File: config.mk
export PLATFORM = sky130hd
export DESIGN_NAME = dsp_stop_ctrl
export DESIGN_NICKNAME = d
export VERILOG_FILES = /design/src/dsp_pkg.sv /design/src/dsp_sleep_filter.sv /design/src/dsp_stop_ctrl.sv
export VERILOG_INCLUDE_DIRS = /design/src
export SDC_FILE = /design/constraint.sdc
export NUM_CORES = 1
export LEC_CHECK = 0
export BUFFER_PORTS_ARGS = -buffer_cell sky130_fd_sc_hd__buf_2
export CAP_MARGIN = 10
export CORE_UTILIZATION = 30
export CTS_CLUSTER_SIZE = 10
export DETAILED_ROUTE_END_ITERATION = 6
export SLEW_MARGIN = 25
export SYNTH_ARGS = -nofsm -noshare
export SYNTH_HDL_FRONTEND = slang
export SYNTH_HIERARCHICAL = 1
export SYNTH_SLANG_ARGS = --single-unit
export TNS_END_PERCENT = 100
File: constraint.sdc
create_clock -name CLK -period 2.14 [get_ports CLK]
set_input_delay 0.107 -clock CLK [delete_from_list [all_inputs] [get_ports CLK]]
set_output_delay 0.107 -clock CLK [all_outputs]
set_load 0.1 [all_outputs]
File: src/dsp_params.svh
// Offsets, field positions, reset values and timing counts of the stop/protection block
`ifndef DSP_PARAMS_SVH
`define DSP_PARAMS_SVH

// ----------------------------------------
// Register offsets
// ----------------------------------------
`define DSP_OFS_GLOBAL_CONFIG  7'h00
`define DSP_OFS_INPUT_STATUS   7'h04
`define DSP_OFS_DRIVER_CONFIG  7'h05
`define DSP_OFS_ENCODER_MODE   7'h2F
`define DSP_OFS_PROT_STATUS    7'h6F

// ----------------------------------------
// Field positions
// ----------------------------------------
`define DSP_GC_QSC_ENA_BIT     15
`define DSP_GC_DRV_DIS_BIT     14
`define DSP_DC_FSR_LSB         0
`define DSP_DC_HS_EN_BIT       4
`define DSP_DC_HS_SRC_LSB      5
`define DSP_EM_QSC_ENC_BIT     11
`define DSP_IS_EXT_CLK_BIT     0
`define DSP_IS_TEMP_LSB        1
`define DSP_IS_ADC_EN_BIT      9
`define DSP_IS_QSC_BIT         15
`define DSP_PS_OT_BIT          0
`define DSP_PS_SHORT_A_BIT     1
`define DSP_PS_SHORT_B_BIT     2

// ----------------------------------------
// Reset values
// ----------------------------------------
`define DSP_RST_GLOBAL_CONFIG  32'h0000_0000
`define DSP_RST_DRIVER_CONFIG  32'h0000_0003
`define DSP_RST_ENCODER_MODE   32'h0000_0800
`define DSP_RST_ADC_EN         1'b1

// ----------------------------------------
// Timing and counts
// ----------------------------------------
`define DSP_CLK_PERIOD_NS      4
`define DSP_SLEEP_FILT_NS      35000
`define DSP_SLEEP_FILT_CYC     ((`DSP_SLEEP_FILT_NS + `DSP_CLK_PERIOD_NS - 1) / `DSP_CLK_PERIOD_NS)
`define DSP_SHORT_RETRIES      2'd3

// ----------------------------------------
// Overcurrent thresholds in mA
// ----------------------------------------
`define DSP_OC_MA_FSR3         12'hBB8
`define DSP_OC_MA_FSR2         12'h8CA
`define DSP_OC_MA_FSR1         12'h5DC
`define DSP_OC_MA_FSR0         12'h2EE

`endif

File: src/dsp_pkg.sv
// Types shared by the stop/protection block
`default_nettype none
package dsp_pkg;

	// Sleep pin filter states
	typedef enum logic [2:0] {
		SLP_AWAKE = 3'b001,
		SLP_LOW   = 3'b010,
		SLP_RESET = 3'b100
	} dsp_slp_state_t;

	// Hard stop trigger source
	typedef enum logic [1:0] {
		HS_BOTH_A = 2'b00,
		HS_LEFT   = 2'b01,
		HS_RIGHT  = 2'b10,
		HS_BOTH_B = 2'b11
	} dsp_hs_src_t;

	// Decoded control bits
	typedef struct packed {
		logic        qsc_ena;
		logic        drv_dis;
		logic        hs_enable;
		dsp_hs_src_t hs_src;
		logic [1:0]  full_scale_range;
		logic        qsc_enc_en;
		logic        adc_en;
	} dsp_ctrl_t;

	// Protection status bits
	typedef struct packed {
		logic ot;
		logic short_a;
		logic short_b;
		logic qsc;
		logic ext_clk;
	} dsp_stat_t;

endpackage
`default_nettype wire

File: src/dsp_sleep_filter.sv
// Sleep pin synchroniser and low-pulse filter
`default_nettype none
`include "dsp_params.svh"
module dsp_sleep_filter #(
	parameter int unsigned FILT_CYC = `DSP_SLEEP_FILT_CYC
) (
	input  wire logic clk,
	input  wire logic rst_n,
	input  wire logic sleep_pin_n,
	output var  logic chip_rst
);

	logic                   sync1_r;
	logic                   sync2_r;
	logic [15:0]            cnt_r;
	dsp_pkg::dsp_slp_state_t st_r;

	// ----------------------------------------
	// Synchroniser
	// ----------------------------------------
	// two-flop sync
	always_ff @(posedge clk or negedge rst_n) begin
		if (!rst_n) begin
			sync1_r <= 1'b1;
			sync2_r <= 1'b1;
		end else begin
			sync1_r <= sleep_pin_n;
			sync2_r <= sync1_r;
		end
	end

	// ----------------------------------------
	// Filter
	// ----------------------------------------
	// long low resets
	always_ff @(posedge clk or negedge rst_n) begin
		if (!rst_n) begin
			st_r  <= dsp_pkg::SLP_AWAKE;
			cnt_r <= 16'h0000;
		end else begin
			case (st_r)
				dsp_pkg::SLP_AWAKE: begin
					cnt_r <= 16'h0001;
					if (!sync2_r) begin
						st_r <= dsp_pkg::SLP_LOW;
					end
				end
				dsp_pkg::SLP_LOW: begin
					cnt_r <= cnt_r + 16'h0001;
					if (sync2_r) begin
						st_r <= dsp_pkg::SLP_AWAKE;
					end else if (cnt_r >= 16'(FILT_CYC)) begin
						st_r <= dsp_pkg::SLP_RESET;
					end
				end
				dsp_pkg::SLP_RESET: begin
					if (sync2_r) begin
						st_r <= dsp_pkg::SLP_AWAKE;
					end
				end
				default: begin
					st_r <= dsp_pkg::SLP_AWAKE;
				end
			endcase
		end
	end

	assign chip_rst = (st_r == dsp_pkg::SLP_RESET);

endmodule
`default_nettype wire

File: src/dsp_stop_ctrl.sv
// Bridge stop, quiescence, sleep, clock and protection supervisor
`default_nettype none
`include "dsp_params.svh"
module dsp_stop_ctrl #(
	parameter int unsigned SLEEP_FILT_CYC = `DSP_SLEEP_FILT_CYC
) (
	// Clock and reset
	input  wire logic        CLK,
	input  wire logic        RST_N,
	// Control pins
	input  wire logic        SLEEP_PIN_N,
	input  wire logic        LEFT_REFERENCE_INPUT,
	input  wire logic        RIGHT_REFERENCE_INPUT,
	// Clock detector
	input  wire logic        EXT_CLK_PRESENT,
	output logic             CLK_SEL_EXT,
	// Analog monitors
	input  wire logic        TEMP_ABOVE_HIGH,
	input  wire logic        TEMP_BELOW_LOW,
	input  wire logic [7:0]  TEMP_CODE,
	input  wire logic        TEMP_CODE_VALID,
	input  wire logic [1:0]  SHORT_DETECT,
	input  wire logic        SHORT_CHECK,
	// Register port
	input  wire logic        REG_WR,
	input  wire logic        REG_RD,
	input  wire logic [6:0]  REG_ADDR,
	input  wire logic [31:0] REG_WDATA,
	output logic [31:0]      REG_RDATA,
	output logic             REG_RVALID,
	// Power stage and status
	output logic             BRIDGE_A_EN,
	output logic             BRIDGE_B_EN,
	output logic             ENCODER_EN,
	output logic             ADC_EN,
	output logic             SUPPLY_OFF,
	output logic             DIAG_RESET,
	output logic [11:0]      OC_THRESHOLD_MA
);

	// ----------------------------------------
	// Functions
	// ----------------------------------------
	function automatic logic hs_hit(input dsp_pkg::dsp_hs_src_t src,
					input logic l, input logic r);
		case (src)
			dsp_pkg::HS_LEFT:  hs_hit = l;
			dsp_pkg::HS_RIGHT: hs_hit = r;
			default:           hs_hit = l & r;
		endcase
	endfunction

	function automatic logic [11:0] oc_ma(input logic [1:0] full_scale_range);
		case (full_scale_range)
			2'b11:   oc_ma = `DSP_OC_MA_FSR3;
			2'b10:   oc_ma = `DSP_OC_MA_FSR2;
			2'b01:   oc_ma = `DSP_OC_MA_FSR1;
			default: oc_ma = `DSP_OC_MA_FSR0;
		endcase
	endfunction

	// ----------------------------------------
	// Declarations
	// ----------------------------------------
	logic             chip_rst;
	logic             left_reference_input_s1_r;
	logic             left_reference_input_s2_r;
	logic             right_reference_input_s1_r;
	logic             right_reference_input_s2_r;
	logic             extc_s1_r;
	logic             extc_s2_r;
	logic [31:0]      global_config_r;
	logic [31:0]      dconf_r;
	logic [31:0]      encm_r;
	logic             adc_en_r;
	logic [7:0]       temp_r;
	logic             ot_r;
	logic [1:0]       short_r;
	logic [1:0]       retry_a_r;
	logic [1:0]       retry_b_r;
	logic             bra_r;
	logic             brb_r;
	logic             clk_ext_r;
	logic [31:0]      rdata_r;
	logic             rvalid_r;
	logic             wr_ok;
	logic             hard_stop;
	logic             stage_off;
	logic [31:0]      rd_nxt;
	dsp_pkg::dsp_ctrl_t ctrl;
	dsp_pkg::dsp_stat_t stat;

	// ----------------------------------------
	// Sleep filter
	// ----------------------------------------
	dsp_sleep_filter #(
		.FILT_CYC (SLEEP_FILT_CYC)
	) u_sleep (
		.clk         (CLK),
		.rst_n       (RST_N),
		.sleep_pin_n (SLEEP_PIN_N),
		.chip_rst    (chip_rst)
	);

	// ----------------------------------------
	// Pin synchronisers
	// ----------------------------------------
	// references synchronised
	always_ff @(posedge CLK or negedge RST_N) begin
		if (!RST_N) begin
			left_reference_input_s1_r <= 1'b0;
			left_reference_input_s2_r <= 1'b0;
			right_reference_input_s1_r <= 1'b0;
			right_reference_input_s2_r <= 1'b0;
			extc_s1_r <= 1'b0;
			extc_s2_r <= 1'b0;
		end else begin
			left_reference_input_s1_r <= LEFT_REFERENCE_INPUT;
			left_reference_input_s2_r <= left_reference_input_s1_r;
			right_reference_input_s1_r <= RIGHT_REFERENCE_INPUT;
			right_reference_input_s2_r <= right_reference_input_s1_r;
			extc_s1_r <= EXT_CLK_PRESENT;
			extc_s2_r <= extc_s1_r;
		end
	end

	// ----------------------------------------
	// Control decode
	// ----------------------------------------
	always_comb begin
		ctrl.qsc_ena    = global_config_r[`DSP_GC_QSC_ENA_BIT];
		ctrl.drv_dis    = global_config_r[`DSP_GC_DRV_DIS_BIT];
		ctrl.hs_enable  = dconf_r[`DSP_DC_HS_EN_BIT];
		ctrl.hs_src     = dsp_pkg::dsp_hs_src_t'(dconf_r[`DSP_DC_HS_SRC_LSB +: 2]);
		ctrl.full_scale_range        = dconf_r[`DSP_DC_FSR_LSB +: 2];
		ctrl.qsc_enc_en = encm_r[`DSP_EM_QSC_ENC_BIT];
		ctrl.adc_en     = adc_en_r;
	end

	// Serial interface is dead while the chip is held in reset
	assign wr_ok = REG_WR && !chip_rst;

	assign hard_stop = ctrl.hs_enable && hs_hit(ctrl.hs_src, left_reference_input_s2_r, right_reference_input_s2_r);

	assign stage_off = chip_rst || ctrl.drv_dis || ctrl.qsc_ena || hard_stop || ot_r;

	// ----------------------------------------
	// Configuration registers
	// ----------------------------------------
	// sleep reset restores defaults
	always_ff @(posedge CLK or negedge RST_N) begin
		if (!RST_N) begin
			global_config_r <= `DSP_RST_GLOBAL_CONFIG;
		end else if (chip_rst) begin
			global_config_r <= `DSP_RST_GLOBAL_CONFIG;
		end else begin
			if (wr_ok && REG_ADDR == `DSP_OFS_GLOBAL_CONFIG) begin
				global_config_r <= REG_WDATA;
			end
			// bridges stay off until a later write clears the disable bit
			if (ctrl.qsc_ena) begin
				global_config_r[`DSP_GC_DRV_DIS_BIT] <= 1'b1;
			end
		end
	end

	always_ff @(posedge CLK or negedge RST_N) begin
		if (!RST_N) begin
			dconf_r <= `DSP_RST_DRIVER_CONFIG;
			encm_r  <= `DSP_RST_ENCODER_MODE;
			adc_en_r <= `DSP_RST_ADC_EN;
		end else if (chip_rst) begin
			dconf_r <= `DSP_RST_DRIVER_CONFIG;
			encm_r  <= `DSP_RST_ENCODER_MODE;
			adc_en_r <= `DSP_RST_ADC_EN;
		end else if (wr_ok) begin
			if (REG_ADDR == `DSP_OFS_DRIVER_CONFIG) begin
				dconf_r <= REG_WDATA;
			end
			if (REG_ADDR == `DSP_OFS_ENCODER_MODE) begin
				encm_r <= REG_WDATA;
			end
			if (REG_ADDR == `DSP_OFS_INPUT_STATUS) begin
				adc_en_r <= REG_WDATA[`DSP_IS_ADC_EN_BIT];
			end
		end
	end

	// ----------------------------------------
	// Temperature
	// ----------------------------------------
	// latest temperature code captured while the ADC is enabled
	always_ff @(posedge CLK or negedge RST_N) begin
		if (!RST_N) begin
			temp_r <= 8'h00;
		end else if (chip_rst) begin
			temp_r <= 8'h00;
		end else if (adc_en_r && TEMP_CODE_VALID) begin
			temp_r <= TEMP_CODE;
		end
	end

	always_ff @(posedge CLK or negedge RST_N) begin
		if (!RST_N) begin
			ot_r <= 1'b0;
		end else if (TEMP_ABOVE_HIGH) begin
			ot_r <= 1'b1;
		end else if (TEMP_BELOW_LOW) begin
			ot_r <= 1'b0;
		end
	end

	// ----------------------------------------
	// Short protection
	// ----------------------------------------
	// retry counting per bridge
	always_ff @(posedge CLK or negedge RST_N) begin
		if (!RST_N) begin
			retry_a_r <= 2'd0;
			retry_b_r <= 2'd0;
		end else if (chip_rst || ctrl.drv_dis) begin
			retry_a_r <= 2'd0;
			retry_b_r <= 2'd0;
		end else if (SHORT_CHECK) begin
			retry_a_r <= SHORT_DETECT[0] ?
				retry_a_r + ((retry_a_r == `DSP_SHORT_RETRIES) ? 2'd0 : 2'd1) : 2'd0;
			retry_b_r <= SHORT_DETECT[1] ?
				retry_b_r + ((retry_b_r == `DSP_SHORT_RETRIES) ? 2'd0 : 2'd1) : 2'd0;
		end
	end

	always_ff @(posedge CLK or negedge RST_N) begin
		if (!RST_N) begin
			short_r <= 2'b00;
		end else if (chip_rst) begin
			short_r <= 2'b00;
		end else begin
			if (SHORT_CHECK && SHORT_DETECT[0] && retry_a_r == `DSP_SHORT_RETRIES) begin
				short_r[0] <= 1'b1;
			end else if (ctrl.drv_dis) begin
				short_r[0] <= 1'b0;
			end
			if (SHORT_CHECK && SHORT_DETECT[1] && retry_b_r == `DSP_SHORT_RETRIES) begin
				short_r[1] <= 1'b1;
			end else if (ctrl.drv_dis) begin
				short_r[1] <= 1'b0;
			end
		end
	end

	// ----------------------------------------
	// Bridge enables and clock select
	// ----------------------------------------
	always_ff @(posedge CLK or negedge RST_N) begin
		if (!RST_N) begin
			bra_r <= 1'b0;
			brb_r <= 1'b0;
		end else begin
			bra_r <= !stage_off && !short_r[0];
			brb_r <= !stage_off && !short_r[1];
		end
	end

	always_ff @(posedge CLK or negedge RST_N) begin
		if (!RST_N) begin
			clk_ext_r <= 1'b0;
		end else begin
			clk_ext_r <= extc_s2_r && !ctrl.qsc_ena && !chip_rst;
		end
	end

	// ----------------------------------------
	// Read path
	// ----------------------------------------
	always_comb begin
		stat.ot      = ot_r;
		stat.short_a = short_r[0];
		stat.short_b = short_r[1];
		stat.qsc     = ctrl.qsc_ena;
		stat.ext_clk = clk_ext_r;
		rd_nxt       = 32'h0000_0000;
		case (REG_ADDR)
			`DSP_OFS_GLOBAL_CONFIG: rd_nxt = global_config_r;
			`DSP_OFS_DRIVER_CONFIG: rd_nxt = dconf_r;
			`DSP_OFS_ENCODER_MODE:  rd_nxt = encm_r;
			`DSP_OFS_INPUT_STATUS: begin
				rd_nxt[`DSP_IS_EXT_CLK_BIT]       = stat.ext_clk;
				rd_nxt[`DSP_IS_TEMP_LSB +: 8]     = temp_r;
				rd_nxt[`DSP_IS_ADC_EN_BIT]        = ctrl.adc_en;
				rd_nxt[`DSP_IS_QSC_BIT]           = stat.qsc;
			end
			`DSP_OFS_PROT_STATUS: begin
				rd_nxt[`DSP_PS_OT_BIT]      = stat.ot;
				rd_nxt[`DSP_PS_SHORT_A_BIT] = stat.short_a;
				rd_nxt[`DSP_PS_SHORT_B_BIT] = stat.short_b;
			end
			default: rd_nxt = 32'h0000_0000;
		endcase
	end

	always_ff @(posedge CLK or negedge RST_N) begin
		if (!RST_N) begin
			rdata_r  <= 32'h0000_0000;
			rvalid_r <= 1'b0;
		end else begin
			rvalid_r <= REG_RD && !chip_rst;
			if (REG_RD && !chip_rst) begin
				rdata_r <= rd_nxt;
			end
		end
	end

	// ----------------------------------------
	// Outputs
	// ----------------------------------------
	assign BRIDGE_A_EN     = bra_r;
	assign BRIDGE_B_EN     = brb_r;
	assign CLK_SEL_EXT     = clk_ext_r;
	// encoder kept in quiescence by default
	assign ENCODER_EN      = !chip_rst && (!ctrl.qsc_ena || ctrl.qsc_enc_en);
	assign ADC_EN          = ctrl.adc_en && !ctrl.qsc_ena && !chip_rst;
	assign SUPPLY_OFF      = chip_rst;
	assign DIAG_RESET      = chip_rst;
	assign OC_THRESHOLD_MA = oc_ma(ctrl.full_scale_range);
	assign REG_RDATA       = rdata_r;
	assign REG_RVALID      = rvalid_r;

endmodule
`default_nettype wire

==> impl_metrics.json <==
{
  "status": "complete, no violations",
  "synthTopCellsByCount": "dfrtp_1 (168), nand2_1 (166), a21oi_1 (98), a22o_1 (52), clkbuf_1 (30)",
  "r2r_cells": 4,
  "startpoint_type": "flip-flop",
  "relSlewSlack_pct": 34.74,
  "syn_inst": 811,
  "root_buffer": "clkbuf_16",
  "path_buf_inv": 2,
  "cp-end-kind": "output pin",
  "io_buffers": 109,
  "cp.depth": 4,
  "drive_gt1_share_pct": 21.86,
  "cp_max_fo": 4,
  "met1Wirelength_um": 9887,
  "dp_hpwl_um": 15050,
  "finalHoldViolations": 0,
  "met2WireLength_um": 10740,
  "totalWireLength_um": 22090,
  "viasPerCell": 4.998,
  "hold_path_depth": 3,
  "core_area_um2": 26060,
  "yosysMostFrequentCell": "dfrtp_1",
  "syn_area_um2": 7966,
  "crit_slowest_cell": "dfstp_2",
  "fin_crit_ns": 2.054,
  "worstHoldPathType": "in -> reg",
  "ctsHtreeMaxLevel": 4,
  "syn_avg_cell_area_um2": 9.823,
  "fin_ws_ns": 0.08642,
  "ys_types": 63,
  "p_total_w": 0.008079,
  "avgRoutedWirePerCell_um": 16.80,
  "antenna_found_initial": 1,
  "fin_crit_sh_pct": 95.96,
  "post-place-cells": 1230,
  "slowest_delay_ns": 0.56,
  "ys.flop_type": "dfrtp_1",
  "rsz0062_at_grt": "false",
  "die_w_um": 165.0,
  "p_per_area_nw_per_um2": 790.7,
  "synth_seq_cells": 175,
  "fin_worst_skew_ns": 0.009672,
  "die_h_um": 165.0,
  "fillers": 2571,
  "grtUsageTotal_pct": 17.10,
  "ys_top_cells_by_area": "dfrtp_1 (53%), nand2_1 (7.8%), a21oi_1 (6.2%)",
  "final_net_count": 1036,
  "clock_path_buffers": 2,
  "crit_family": "flip-flops",
  "worstPathArrival_ns": 1.95,
  "drc": 0,
  "p_leak_nw": 4.623,
  "slew_violations": 0,
  "clkSinkCount": 175,
  "cp_data_required_time_ns": 2.03,
  "cp_cell_sequence": "inv_1 > ha_2 > or2_2 > buf_2",
  "ys_async_sr_fraction_pct": 100.0,
  "drt-initial-drc-count": 488,
  "timing_worst_setup_path_type": "reg -> out",
  "dr.pass1.iters": 5,
  "pin_count": 113,
  "ir_drop_uv": 569.6,
  "vias": 6572,
  "max_freq_mhz": 487.0,
  "die_area_um2": 27210,
  "layout.cells.non_filler": 1315,
  "preCtsSetupSlack_ns": 0.1143,
  "post_cts.repair.setup_buffers": 0,
  "grt_pass1_wl_um": 35680,
  "yosysTopAreaCell": "dfrtp_1",
  "ant_nets": 0,
  "cts_tree": "yes",
  "wl_met3_um": 1266,
  "rows": 59,
  "ys_seq_area_share_pct": 55.08,
  "synth_top_area_share_pct": 52.77,
  "grt_max_degree": 55,
  "setup_viol": 0,
  "max_cap_viol_count": 0,
  "path_clk_slew_ns": 0.07,
  "initial_core_util_pct": 30.57,
  "grt.overflow.total": 0,
  "top_layer_used": "met4",
  "yosysWarnings": 6,
  "clk_latency_ns": 0.43,
  "gp_congestion": 0.7835,
  "synth_edf_count": 0,
  "area_growth_pct": 28.26,
  "tightest_slew_ns": 0.9768,
  "grt_pass1_vias": 6450,
  "cts_buffers": 17
}
-- metal layers --
layer / track usage [%] / up-vias
li1: - / 3159
met1: 22.81 / 3244
met2: 28.21 / 155
met3: 3.767 / 14
met4: 3.837 / 0
met5: 0 / -
-- registers in the layout, summed over array words and instances, names as in the netlist, 2 cells and up --
signal	flops
encm_r	32
retry_a_r	2
short_r	2
temp_r	8
REG_RDATA	32
retry_b_r	2
dconf_r	32
global_config_r	32
u_sleep/st_r	3
u_sleep/cnt_r	16
-- through the flow --
stage	cell area [um2]	setup TNS, ns	util (%)	hold slack [ns]
floorplan	8093	-15.29	-	-0.1886
global placement	9059	-0.3222	34.76	0.07885
detailed placement	9085	0	34.86	0.07678
CTS	10190	0	39.10	0.0007728
global route	10220	0	39.21	0.01956
finish	10220	0	39.21	0.01871
-- cells in the final DEF, fill, tap and decap left out, types with 9 or more instances in the layout --
cell type        n
o21ai_0         16
nand3_1         15
nand2_1        166
nand4_1          9
a22oi_1         22
o21ai_1         23
nor2_1          26
buf_4           34
buf_2          105
a21oi_1         96
inv_1           16
mux2i_1         15
clkbuf_16       17
dfrtp_1        168
dlygate4sd3_1   52
a22o_1          52
-- worst register-to-register path, stage by stage, from the launching register on --
cell and delay (ns):
dfstp_2 0.38, buf_4 0.15, or3b_1 0.58, or4_1 0.46
o32ai_1 0.24
-- timing repair --
action                     in CTS  in global routing
hold endpoints to repair      155                  0
setup endpoints to repair       1                 35
gates resized for setup         2                  9
hold buffers                   52                  0
pin swaps                       0                  1
-- path summary, 6_finish.rpt --
| path | end | slack, ns | startpoint |
|---|---|---|---|
| min reg2reg | left_reference_input_s2_r$_DFF_PN0_ | 0.35 | left_reference_input_s1_r$_DFF_PN0_ |
| max in group asynchronous | REG_RDATA[10]$_DFFE_PN0P_ | 1.21 | RST_N |
| min | temp_r[0]$_DFFE_PN0P_ | 0.02 | TEMP_CODE_VALID |
| min in group asynchronous | encm_r[28]$_DFFE_PN0P_ | 0.20 | RST_N |
| max reg2reg | u_sleep/st_r[1]$_DFFE_PN0P_ | 0.22 | u_sleep/st_r[0]$_DFFE_PN1P_ |
| max | OC_THRESHOLD_MA[1] | 0.09 | dconf_r[1]$_DFFE_PN1P_ |
-- report_power, final --
| part | internal, W | switching [W] |
|---|---|---|
| combinational | 0.000428 | 0.000812 |
| clock | 0.00166 | 0.00143 |
| sequential | 0.00356 | 0.000186 |
| total | 0.00565 | 0.00243 |
-- cell type report --
cell class / instances / area (um2) / share of cell area (%)
sequential: 175 / 4388 / 42.95
clock inverter: 14 / 148.9 / 1.457
timing repair buffer: 203 / 1491 / 14.60
clock buffer: 18 / 429.2 / 4.200
multi-input combinational: 552 / 3274 / 32.05
antenna: 1 / 2.502 / 0.02449
tap: 335 / 419.2 / 4.102
inverter: 17 / 63.81 / 0.6245
-- cells by family (layout without fill, tap and decap cells) --
| logic type | after synthesis | after routing | synth area share (%) |
|---|---|---|---|
| other cells | 2 | 4 | 0.09427 |
| flops | 175 | 175 | 55.08 |
| buf+inv | 85 | 252 | 4.947 |
| xor+xnor | 1 | 1 | 0.1100 |
| fa+ha+maj | 9 | 9 | 1.414 |
| simple gates | 274 | 274 | 15.96 |
| compound gates | 248 | 248 | 20.23 |
| mux | 17 | 17 | 2.167 |
No activity file was read; power rests on OpenSTA's default activity.
